<file path="src/logic/tmx_pkg.sv">
/*
  Constants shared by the timer event block: register map, field positions,
  reset values and prescaler masks.
  Assumes a single AHB-Lite slave decode on the low address byte.
*/
`default_nettype none

package tmx_pkg;

  // ----------------------------------------------------------------------
  // Register byte offsets
  // ----------------------------------------------------------------------
  localparam logic [7:0] OFS_IRQ_ENABLE   = 8'h00;
  localparam logic [7:0] OFS_EVENT_STATUS = 8'h04;
  localparam logic [7:0] OFS_CONTROL      = 8'h08;
  localparam logic [7:0] OFS_COUNTER      = 8'h0c;
  localparam logic [7:0] OFS_COMPARE_A    = 8'h10;
  localparam logic [7:0] OFS_COMPARE_B    = 8'h14;
  localparam logic [7:0] OFS_CAPTURE_A    = 8'h18;
  localparam logic [7:0] OFS_CAPTURE_B    = 8'h1c;
  localparam logic [7:0] OFS_CAPTURE_C    = 8'h20;
  localparam logic [7:0] OFS_CAPTURE_D    = 8'h24;

  // ----------------------------------------------------------------------
  // Enable and status bit positions (same position in both registers)
  // ----------------------------------------------------------------------
  localparam int BIT_CAP_A     = 7;
  localparam int BIT_CAP_B     = 6;
  localparam int BIT_CAP_C     = 5;
  localparam int BIT_CAP_D     = 4;
  localparam int BIT_CMP_A     = 3;
  localparam int BIT_CMP_B     = 2;
  localparam int BIT_WRAP      = 1;
  localparam int BIT_CLEAR_CMP = 0;
  localparam int BIT_EN_FIXED  = 0;

  // Event flags in the status register, bits 7..1
  localparam logic [7:0] FLAG_MASK = 8'hfe;

  // ----------------------------------------------------------------------
  // Control register bit positions
  // ----------------------------------------------------------------------
  localparam int BIT_EDGE_A = 7;
  localparam int BIT_EDGE_B = 6;
  localparam int BIT_EDGE_C = 5;
  localparam int BIT_EDGE_D = 4;
  localparam int BIT_BUF_A  = 3;
  localparam int BIT_BUF_B  = 2;
  localparam int CKS_HI     = 1;
  localparam int CKS_LO     = 0;

  localparam logic [1:0] CKS_DIV2 = 2'h0;
  localparam logic [1:0] CKS_DIV8 = 2'h1;
  localparam logic [1:0] CKS_DIV32 = 2'h2;
  localparam logic [1:0] CKS_EXT  = 2'h3;

  // ----------------------------------------------------------------------
  // Prescaler masks: tick when all masked bits are ones
  // ----------------------------------------------------------------------
  localparam logic [4:0] PRESC_MASK_2  = 5'h01;
  localparam logic [4:0] PRESC_MASK_8  = 5'h07;
  localparam logic [4:0] PRESC_MASK_32 = 5'h1f;

  // ----------------------------------------------------------------------
  // Reset values
  // ----------------------------------------------------------------------
  localparam logic [7:0]  IRQ_ENABLE_RST = 8'h01;
  localparam logic [7:0]  STATUS_RST     = 8'h00;
  localparam logic [7:0]  CONTROL_RST    = 8'h00;
  localparam logic [15:0] COUNTER_RST    = 16'h0000;
  localparam logic [15:0] COUNTER_MAX    = 16'hffff;
  localparam logic [15:0] COMPARE_RST    = 16'hffff;
  localparam logic [15:0] CAPTURE_RST    = 16'h0000;

endpackage : tmx_pkg

`default_nettype wire

</file>
<file path="src/logic/tmx_edge_detect.sv">
/*
  Pin synchroniser and edge detector for one capture or count input.
  Assumes the pin is asynchronous to hclk; the event pulse is one cycle.
*/
`default_nettype none

module tmx_edge_detect
  import tmx_pkg::*;
(
  // Clock and reset
  input  wire logic hclk,
  input  wire logic hresetn,
  // Pin and edge choice
  input  wire logic pin,
  input  wire logic rise_sel,
  input  wire logic both_sel,
  // Event
  output var  logic evt
);

  typedef struct packed {
    logic meta;
    logic sync;
    logic prev;
    logic evt;
  } tmx_edge_t;

  tmx_edge_t r_q;
  tmx_edge_t r_d;

  // ----------------------------------------------------------------------
  // Next state
  // ----------------------------------------------------------------------
  always_comb begin
    r_d      = r_q;
    r_d.meta = pin;
    r_d.sync = r_q.meta;
    r_d.prev = r_q.sync;
    if (both_sel) begin
      r_d.evt = r_q.sync ^ r_q.prev;
    end else if (rise_sel) begin
      r_d.evt = r_q.sync & ~r_q.prev;
    end else begin
      r_d.evt = ~r_q.sync & r_q.prev;
    end
  end

  always_ff @(posedge hclk or negedge hresetn) begin
    if (!hresetn) begin
      r_q <= '0;
    end else begin
      r_q <= r_d;
    end
  end

  assign evt = r_q.evt;

endmodule : tmx_edge_detect

`default_nettype wire

</file>
<file path="src/logic/tmx_timer_events.sv">
/*
  Free-running timer event block: interrupt enables, sticky event flags,
  capture A..D with optional buffering, compare A/B and counter wrap,
  reached over AHB-Lite.
  Assumes one AHB-Lite master, word transfers, and asynchronous pins.
*/
// Added by the designer: the register addresses and register access over AHB-Lite.
// Overview of operation
// - Enable bit 7 gates capture-A request; resets to 0.
// - Enable bit 6 gates capture-B request; resets to 0.
// - Enable bit 5 gates capture-C request; resets to 0.
// - Enable bit 4 gates capture-D request; resets to 0.
// - Enable bit 3 gates compare-A request; resets to 0.
// - Enable bit 2 gates compare-B request; resets to 0.
// - Enable bit 1 gates counter wrap request; resets to 0.
// - Enable bit 0 always reads one, writes ignored.
// - Status bits 7..1 only clear by written zero; bit 0 plain.
// - Status clears on reset and on low-power entry.
// - Capture A loads counter, sets flag; buffered moves old A into C.
// - Capture B loads counter, sets flag; buffered moves old B into D.
// - Unbuffered, C and D events load their registers and set flags.
// - Buffered A: C event still sets flag without loading C.
// - Buffered B: D event still sets flag without loading D.
// - Compare-A flag sets when counter equals compare A.
// - Compare-B flag sets when counter equals compare B.
// - Flags set by hardware only; clear needs read-as-one then write zero.
// - Wrap flag sets when counter goes from maximum to zero.
// - Status bit 0 clears counter on compare-A match.
// - Buffer enables make C and D buffer stages of A and B.
`default_nettype none

module tmx_timer_events
  import tmx_pkg::*;
(
  // Clock and reset
  input  wire logic        hclk,
  input  wire logic        hresetn,
  // AHB-Lite slave
  input  wire logic        hsel,
  input  wire logic [31:0] haddr,
  input  wire logic [1:0]  htrans,
  input  wire logic        hwrite,
  input  wire logic [2:0]  hsize,
  input  wire logic [31:0] hwdata,
  input  wire logic        hready,
  output var  logic        hreadyout,
  output var  logic        hresp,
  output var  logic [31:0] hrdata,
  // Timer pins and power control
  input  wire logic [3:0]  capture_pin,
  input  wire logic        ext_count_pin,
  input  wire logic        low_power_entry,
  // Interrupt requests
  output var  logic        cap_a_irq,
  output var  logic        cap_b_irq,
  output var  logic        cap_c_irq,
  output var  logic        cap_d_irq,
  output var  logic        cmp_a_irq,
  output var  logic        cmp_b_irq,
  output var  logic        wrap_irq
);

  typedef struct packed {
    logic [7:0]  timer_irq_enable;
    logic [7:0]  timer_event_status;
    logic [7:0]  read_armed;
    logic [7:0]  timer_control;
    logic [15:0] free_running_counter;
    logic [15:0] compare_reg_a;
    logic [15:0] compare_reg_b;
    logic [15:0] capture_reg_a;
    logic [15:0] capture_reg_b;
    logic [15:0] capture_reg_c;
    logic [15:0] capture_reg_d;
    logic [4:0]  presc;
    logic        pend;
    logic        pend_wr;
    logic [7:0]  pend_addr;
    logic [31:0] rdata;
    logic        ready;
    logic        err;
    logic [7:1]  irq;
    logic [3:0]  warm;
  } tmx_regs_t;

  tmx_regs_t r_q;
  tmx_regs_t r_d;

  logic [3:0] cap_evt;
  logic       ext_evt;
  logic [3:0] cap_both;

  // ----------------------------------------------------------------------
  // Helpers
  // ----------------------------------------------------------------------
  function automatic logic f_tick(input logic [4:0] presc, input logic [4:0] mask);
    f_tick = ((presc & mask) == mask);
  endfunction : f_tick

  function automatic logic f_both(input logic buf_en, input logic sel_p, input logic sel_s);
    f_both = buf_en & (sel_p != sel_s);
  endfunction : f_both

  function automatic logic [31:0] f_read(input tmx_regs_t r, input logic [7:0] addr);
    logic [31:0] v;
    v = 32'h0000_0000;
    unique case (addr)
      OFS_IRQ_ENABLE: begin
        v[7:0] = r.timer_irq_enable;
        v[BIT_EN_FIXED] = 1'b1;
      end
      OFS_EVENT_STATUS: v[7:0]  = r.timer_event_status;
      OFS_CONTROL:      v[7:0]  = r.timer_control;
      OFS_COUNTER:      v[15:0] = r.free_running_counter;
      OFS_COMPARE_A:    v[15:0] = r.compare_reg_a;
      OFS_COMPARE_B:    v[15:0] = r.compare_reg_b;
      OFS_CAPTURE_A:    v[15:0] = r.capture_reg_a;
      OFS_CAPTURE_B:    v[15:0] = r.capture_reg_b;
      OFS_CAPTURE_C:    v[15:0] = r.capture_reg_c;
      OFS_CAPTURE_D:    v[15:0] = r.capture_reg_d;
      default:          v       = 32'h0000_0000;
    endcase
    f_read = v;
  endfunction : f_read

  // ----------------------------------------------------------------------
  // Input pins
  // ----------------------------------------------------------------------
  // Buffered capture A/B takes both edges when the two edge selects differ
  assign cap_both[0] = f_both(r_q.timer_control[BIT_BUF_A], r_q.timer_control[BIT_EDGE_A],
                              r_q.timer_control[BIT_EDGE_C]);
  assign cap_both[1] = f_both(r_q.timer_control[BIT_BUF_B], r_q.timer_control[BIT_EDGE_B],
                              r_q.timer_control[BIT_EDGE_D]);
  assign cap_both[2] = 1'b0;
  assign cap_both[3] = 1'b0;

  for (genvar i = 0; i < 4; i++) begin : g_cap
    tmx_edge_detect u_cap (
      .hclk     (hclk),
      .hresetn  (hresetn),
      .pin      (capture_pin[i]),
      .rise_sel (r_q.timer_control[BIT_EDGE_A - i]),
      .both_sel (cap_both[i]),
      .evt      (cap_evt[i])
    );
  end

  tmx_edge_detect u_ext (
    .hclk     (hclk),
    .hresetn  (hresetn),
    .pin      (ext_count_pin),
    .rise_sel (1'b1),
    .both_sel (1'b0),
    .evt      (ext_evt)
  );

  // ----------------------------------------------------------------------
  // Next state
  // ----------------------------------------------------------------------
  always_comb begin
    logic        tick;
    logic        at_a;
    logic        at_b;
    logic        buf_a;
    logic        buf_b;
    logic [7:0]  set;
    logic [7:0]  clr;
    logic [31:0] wd;
    logic [3:0]  cap;
    logic        ext;
    tick  = 1'b0;
    at_a  = 1'b0;
    at_b  = 1'b0;
    buf_a = r_q.timer_control[BIT_BUF_A];
    buf_b = r_q.timer_control[BIT_BUF_B];
    set   = 8'h00;
    clr   = 8'h00;
    wd    = hwdata;
    cap   = cap_evt & {4{r_q.warm[3]}};
    ext   = ext_evt & r_q.warm[3];
    r_d   = r_q;

    // Pin events ignored until the synchronisers hold real pin levels
    r_d.warm = {r_q.warm[2:0], 1'b1};

    // Prescaler and count source
    r_d.presc = r_q.presc + 5'h01;
    unique case (r_q.timer_control[CKS_HI:CKS_LO])
      CKS_DIV2:  tick = f_tick(r_q.presc, PRESC_MASK_2);
      CKS_DIV8:  tick = f_tick(r_q.presc, PRESC_MASK_8);
      CKS_DIV32: tick = f_tick(r_q.presc, PRESC_MASK_32);
      CKS_EXT:   tick = ext;
    endcase

    // Counter, compare and wrap
    at_a = (r_q.free_running_counter == r_q.compare_reg_a);
    at_b = (r_q.free_running_counter == r_q.compare_reg_b);
    if (tick) begin
      set[BIT_CMP_A] = at_a;
      set[BIT_CMP_B] = at_b;
      set[BIT_WRAP]  = (r_q.free_running_counter == COUNTER_MAX);
      if (r_q.timer_event_status[BIT_CLEAR_CMP] && at_a) begin
        r_d.free_running_counter = COUNTER_RST;
      end else begin
        r_d.free_running_counter = r_q.free_running_counter + 16'h0001;
      end
    end

    // Captures C and D: own load only when not a buffer stage
    if (cap[2]) begin
      set[BIT_CAP_C] = 1'b1;
      if (!buf_a) begin
        r_d.capture_reg_c = r_q.free_running_counter;
      end
    end
    if (cap[3]) begin
      set[BIT_CAP_D] = 1'b1;
      if (!buf_b) begin
        r_d.capture_reg_d = r_q.free_running_counter;
      end
    end

    // Captures A and B with buffer shift
    if (cap[0]) begin
      set[BIT_CAP_A] = 1'b1;
      r_d.capture_reg_a = r_q.free_running_counter;
      if (buf_a) begin
        r_d.capture_reg_c = r_q.capture_reg_a;
      end
    end
    if (cap[1]) begin
      set[BIT_CAP_B] = 1'b1;
      r_d.capture_reg_b = r_q.free_running_counter;
      if (buf_b) begin
        r_d.capture_reg_d = r_q.capture_reg_b;
      end
    end

    // Bus data phase: one wait state, then write or read
    r_d.err = 1'b0;
    if (r_q.pend) begin
      r_d.pend  = 1'b0;
      r_d.ready = 1'b1;
      if (r_q.pend_wr) begin
        unique case (r_q.pend_addr)
          OFS_IRQ_ENABLE: begin
            r_d.timer_irq_enable = {wd[7:1], 1'b1};
          end
          OFS_EVENT_STATUS: begin
            // Only flags seen as one by an earlier read may clear
            clr = r_q.read_armed & ~wd[7:0] & FLAG_MASK;
            r_d.timer_event_status = (r_q.timer_event_status & ~clr & FLAG_MASK) |
                                     {7'h00, wd[BIT_CLEAR_CMP]};
            r_d.read_armed = r_q.read_armed & ~clr;
          end
          OFS_CONTROL:   r_d.timer_control        = wd[7:0];
          OFS_COUNTER:   r_d.free_running_counter = wd[15:0];
          OFS_COMPARE_A: r_d.compare_reg_a        = wd[15:0];
          OFS_COMPARE_B: r_d.compare_reg_b        = wd[15:0];
          default: begin
          end
        endcase
      end else begin
        r_d.rdata = f_read(r_q, r_q.pend_addr);
        if (r_q.pend_addr == OFS_EVENT_STATUS) begin
          r_d.read_armed = r_q.read_armed | (r_q.timer_event_status & FLAG_MASK);
        end
      end
    end

    // Bus address phase
    if (hsel && hready && htrans[1]) begin
      r_d.pend      = 1'b1;
      r_d.pend_wr   = hwrite;
      r_d.pend_addr = haddr[7:0];
      r_d.ready     = 1'b0;
    end

    // Hardware set after the bus write so it wins over a software clear
    r_d.timer_event_status = r_d.timer_event_status | set;

    // Low-power entry restores timer state
    if (low_power_entry) begin
      r_d.timer_irq_enable     = IRQ_ENABLE_RST;
      r_d.timer_event_status   = STATUS_RST;
      r_d.read_armed           = 8'h00;
      r_d.timer_control        = CONTROL_RST;
      r_d.free_running_counter = COUNTER_RST;
      r_d.compare_reg_a        = COMPARE_RST;
      r_d.compare_reg_b        = COMPARE_RST;
      r_d.capture_reg_a        = CAPTURE_RST;
      r_d.capture_reg_b        = CAPTURE_RST;
      r_d.capture_reg_c        = CAPTURE_RST;
      r_d.capture_reg_d        = CAPTURE_RST;
    end

    // Requests follow flag and enable of the next state
    r_d.irq = r_d.timer_event_status[7:1] & r_d.timer_irq_enable[7:1];
  end

  // ----------------------------------------------------------------------
  // State register
  // ----------------------------------------------------------------------
  always_ff @(posedge hclk or negedge hresetn) begin
    if (!hresetn) begin
      r_q                      <= '0;
      r_q.timer_irq_enable     <= IRQ_ENABLE_RST;
      r_q.timer_event_status   <= STATUS_RST;
      r_q.timer_control        <= CONTROL_RST;
      r_q.free_running_counter <= COUNTER_RST;
      r_q.compare_reg_a        <= COMPARE_RST;
      r_q.compare_reg_b        <= COMPARE_RST;
      r_q.capture_reg_a        <= CAPTURE_RST;
      r_q.capture_reg_b        <= CAPTURE_RST;
      r_q.capture_reg_c        <= CAPTURE_RST;
      r_q.capture_reg_d        <= CAPTURE_RST;
      r_q.ready                <= 1'b1;
    end else begin
      r_q <= r_d;
    end
  end

  // ----------------------------------------------------------------------
  // Outputs
  // ----------------------------------------------------------------------
  assign hreadyout = r_q.ready;
  assign hresp     = r_q.err;
  assign hrdata    = r_q.rdata;
  assign cap_a_irq = r_q.irq[BIT_CAP_A];
  assign cap_b_irq = r_q.irq[BIT_CAP_B];
  assign cap_c_irq = r_q.irq[BIT_CAP_C];
  assign cap_d_irq = r_q.irq[BIT_CAP_D];
  assign cmp_a_irq = r_q.irq[BIT_CMP_A];
  assign cmp_b_irq = r_q.irq[BIT_CMP_B];
  assign wrap_irq  = r_q.irq[BIT_WRAP];

endmodule : tmx_timer_events

`default_nettype wire

</file>
<file path="config.mk">
export PLATFORM = sky130hd
export DESIGN_NAME = tmx_timer_events
export DESIGN_NICKNAME = d
export VERILOG_FILES = /design/src/logic/tmx_pkg.sv /design/src/logic/tmx_edge_detect.sv /design/src/logic/tmx_timer_events.sv
export SDC_FILE = /design/constraint.sdc
export NUM_CORES = 1
export LEC_CHECK = 0
export BUFFER_PORTS_ARGS = -buffer_cell sky130_fd_sc_hd__buf_2
export CORE_ASPECT_RATIO = 1.25
export CORE_MARGIN = 8
export CORE_UTILIZATION = 47
export DETAILED_ROUTE_END_ITERATION = 10
export PLACE_DENSITY = 0.66
export SYNTH_ARGS = -nofsm -noshare
export SYNTH_HDL_FRONTEND = slang
export SYNTH_SLANG_ARGS = --single-unit
</file>
<file path="constraint.sdc">
create_clock -name hclk -period 4.7 [get_ports hclk]
set_input_delay 1.175 -clock hclk [delete_from_list [all_inputs] [get_ports hclk]]
set_output_delay 1.175 -clock hclk [all_outputs]
set_load 0.01 [all_outputs]
</file>
==> impl_results.md <==
- Status: complete, no violations
- Worst vdd ir: roughly 0.00030 V
- Ys flop type: dfrtp_1
- Yosys warning total: 0
- Share of layout cells above drive strength 1: 16.98%
- Internal power: around 2.9 mW
- F_max: 347.0 MHz
- Gate power share: 8.7%
- Final period utilization: 61.31%
- Mapped Cells: 1040
- Worst setup path start: r_q[3]
- GRT Residual Overflow: 0
- Largest net degree at the start of global routing: 112
- Pwr Total: 3.914 mW
- Critical path endpoint category: register
- Sequential fraction of the synthesis area: 49.23%
- Max-slew violations: 0
- Later-pin clock latency in the skew report: 0.52 ns
- Total leakage power: 4.996 nW
- PortBufs: slightly below 60
- RR Startpoint: r_q[3]
- Postcts setup bufs: 0
- RSZ-0062 raised after global routing: no
- Worst-Margin Slew: ~1.3 ns
- Setup TNS: 0 ns
- Cell variety after synth: 60
- Clk pwr share: 43.7%
- Final WL: roughly 29000 um
- Async SR Flop Fraction: 100.0%
- Initial Util: 47.46%
- CTS tree: yes
- Cell Area, Synth: between 10000 and 15000 um^2
- Drt via density: 5.957
- Die extent in y: about 180 um
- Fillers: 2011
- Die span in x: 149.7 um
- Final hold vios: 0
- Hold/Removal Path Class: reg -> reg
- Area growth, synth to finish: 8.992%
- R2R depth: 4
- R2R Path End: r_q[78]
- Critical path required time: 5.02 ns
- Total I/O pin count: 121
- Worst-path clk slew: 0.06 ns
- CP Max Fanout: 32
- Initial antenna violation count: 0
- WP data arrival: about 3.2 ns
- DR vias: 8000
- CP Class: reg -> reg
- CP endpoint: r_q[78]
- CTS sink count: 205
- Relative slew slack: 15.56%
- Number of max-cap violations: 0
- Power density over cell area: 341.9 nW/um^2
- Die ar.: 27420 um^2
- Startpoint class of the critical path: register
- Initial drt markers: approximately 670
- Post-cts sizing count: 0
- Core area: 22130 um^2
- Sw Ratio: 25.96%
- Post-synth EDFFs: 0
- Vias in the first global route: 7732
- GRT Resource Usage Total: around a fifth
- Switch Pwr: approximately 1.0 mW
- Clock buffer depth: 3
- Avg WL per Cell: 21.90 um
- FP Rows: 61
- Yosys reg bits: 205
- DRC: 0
- First-pass GRT wire length: about 45000 um
- Hold Buf Count CTS: 0
- Hpwl dp: 19910 um
- Register share of total power: a little under half
- Detail Route Antenna Nets: 0
- Num CTS Buffers: 23
- Final min period: roughly 2.9 ns
- Root Buffer: clkbuf_16
- Routability congestion estimate: 0.8791
- TritonRoute pass-1 iters: 6
- R2r setup slk: 1.82 ns
- Nets: roughly 1100
- Synth Area per Inst: 10.10 um^2
- Endpoints failing setup: 0
- Worst hold slack: ~0.35 ns
- Number of diodes: 0
- Clk_skew: 0.01491 ns
- Number of H-tree levels: 1
[synth_stat cells (all sizes together) (2+ instances only)]
cell     instances  area [um^2]
dfrtp          172         4304
nand2          145        544.3
mux2i           91        910.9
nor2            77        289.0
buf             61        419.1
a21oi           55        275.3
clkbuf          50        187.7
o21ai           40        200.2
xor2            37        324.1
a211oi          34        255.2
dfstp           33        867.1
a22oi           26        195.2
nand3           21        105.1
mux2            18        202.7
nor3            18        123.9
nor2b           15        93.84
inv             13        48.80
xnor2           12        105.1
nand4           11        68.82
nor4            11        113.9
nand2b           9        56.30
and3             8        50.05
ha               8        100.1
o22ai            8        50.05
and2             7        43.79
a22o             6        52.55
a221oi           5        43.79
a222oi           5        50.05
a32oi            5        43.79
a31oi            4        25.02
nand3b           4        30.03
mux4             3        67.56
nor4b            3        53.80
or2              3        18.77
a21o             2        15.01
a2bb2oi          2        17.52
conb             2        7.510
or4              2        15.01
or4b             2        23.77
[final cells by class]
type                            count  area (um^2)  share of cell area, %
Multi-Input combinational cell    726         4735                  41.35
Clock buffer                       30        621.8                  5.431
Tap cell                          283        354.1                  3.093
Sequential cell                   205         5171                  45.16
Timing Repair Buffer               73        421.7                  3.683
Inverter                           14        52.55                 0.4590
Clock inverter                     12        93.84                 0.8196
[kinds of logic after synthesis]
family	after synthesis	share of synthesized area [%]
AND/OR/NAND/NOR	340	15.90
flip-flops	205	49.23
AO/OA/AOI/OAI	199	12.24
buffers and inverters	125	6.277
multiplexers	112	11.24
XOR/XNOR	49	4.085
adder cells (fa/ha/maj)	8	0.9529
other	2	0.07149
[how the worst min path moves through the flow]
stage / start / to / slack [ns] / cells past startpoint
2_1_floorplan: g_cap[0].u_cap.r_d[2] / g_cap[0].u_cap.r_d[1] / 0.33 / 0
3_3_place_gp: g_cap[3].u_cap.r_d[2] / g_cap[3].u_cap.r_d[1] / 0.33 / 0
3_5_place_dp: g_cap[0].u_cap.r_d[2] / g_cap[0].u_cap.r_d[1] / 0.34 / 0
4_1_cts: g_cap[0].u_cap.r_d[2] / g_cap[0].u_cap.r_d[1] / 0.35 / 0
5_1_grt: g_cap[3].u_cap.r_d[2] / g_cap[3].u_cap.r_d[1] / 0.36 / 0
6_report: r_d[3] / r_q[3] / 0.35 / 0
[registers in the layout, indices dropped and copies added (netlist names), 2 cells and up]
signal,flops
g_cap.u_cap.r_q,4
hrdata,16
g_cap.u_cap.evt,4
g_cap.u_cap.r_d,8
r_q,158
r_d,3
u_ext.r_d,2
[power groups by stage]
stage	clock (mW)	sequential, mW	combinational (mW)
2_1_floorplan	0	1.85	0.258
3_3_place_gp	0	1.89	0.337
3_5_place_dp	0	1.89	0.341
4_1_cts	1.74	1.86	0.341
5_1_grt	1.82	1.87	0.367
6_report	1.71	1.86	0.341
[metal layers]
metal	vias up	routed length (um)	GRT usage (%)	share of wire [%]
met1	4008	11630	26.60	40
met2	297	14610	35.52	50
met3	82	1611	2.860	5.5
met4	0	1566	10.98	5.3
li1	3613	-	-	-
met5	-	0	0	0
[worst max-delay path: stages, from the launching register on]
cell and delay, ns:
dfrtp_1 0.46, and2_1 0.79, nand2_1 1.00, nor2_1 0.36, a211oi_1 0.08
[metrics by stage]
stage          instances  util (%)  worst slack, ns  instance area (um^2)
2_1_floorplan       1056         -            2.410                 10570
3_3_place_gp        1301     48.50            1.884                 10730
3_5_place_dp        1301     48.50            1.830                 10730
4_1_cts             1343     51.73            1.819                 11450
5_1_grt             1343     51.73            1.663                 11450
6_report            1343     51.73            1.818                 11450
[layout by cell type, fill, tap and decap left out, types with 15 or more instances in the layout]
master,instances
dfrtp_1,172
buf_2,58
mux2i_1,91
nor3_1,15
mux2_2,18
a21oi_1,55
dfstp_2,33
nor2b_1,15
clkbuf_16,23
xor2_1,37
nand2_1,145
nor2_1,77
o21ai_0,36
nand3_1,21
conb_1,18
a22oi_1,26
a211oi_1,34
No activity file was read; power rests on OpenSTA's default activity.
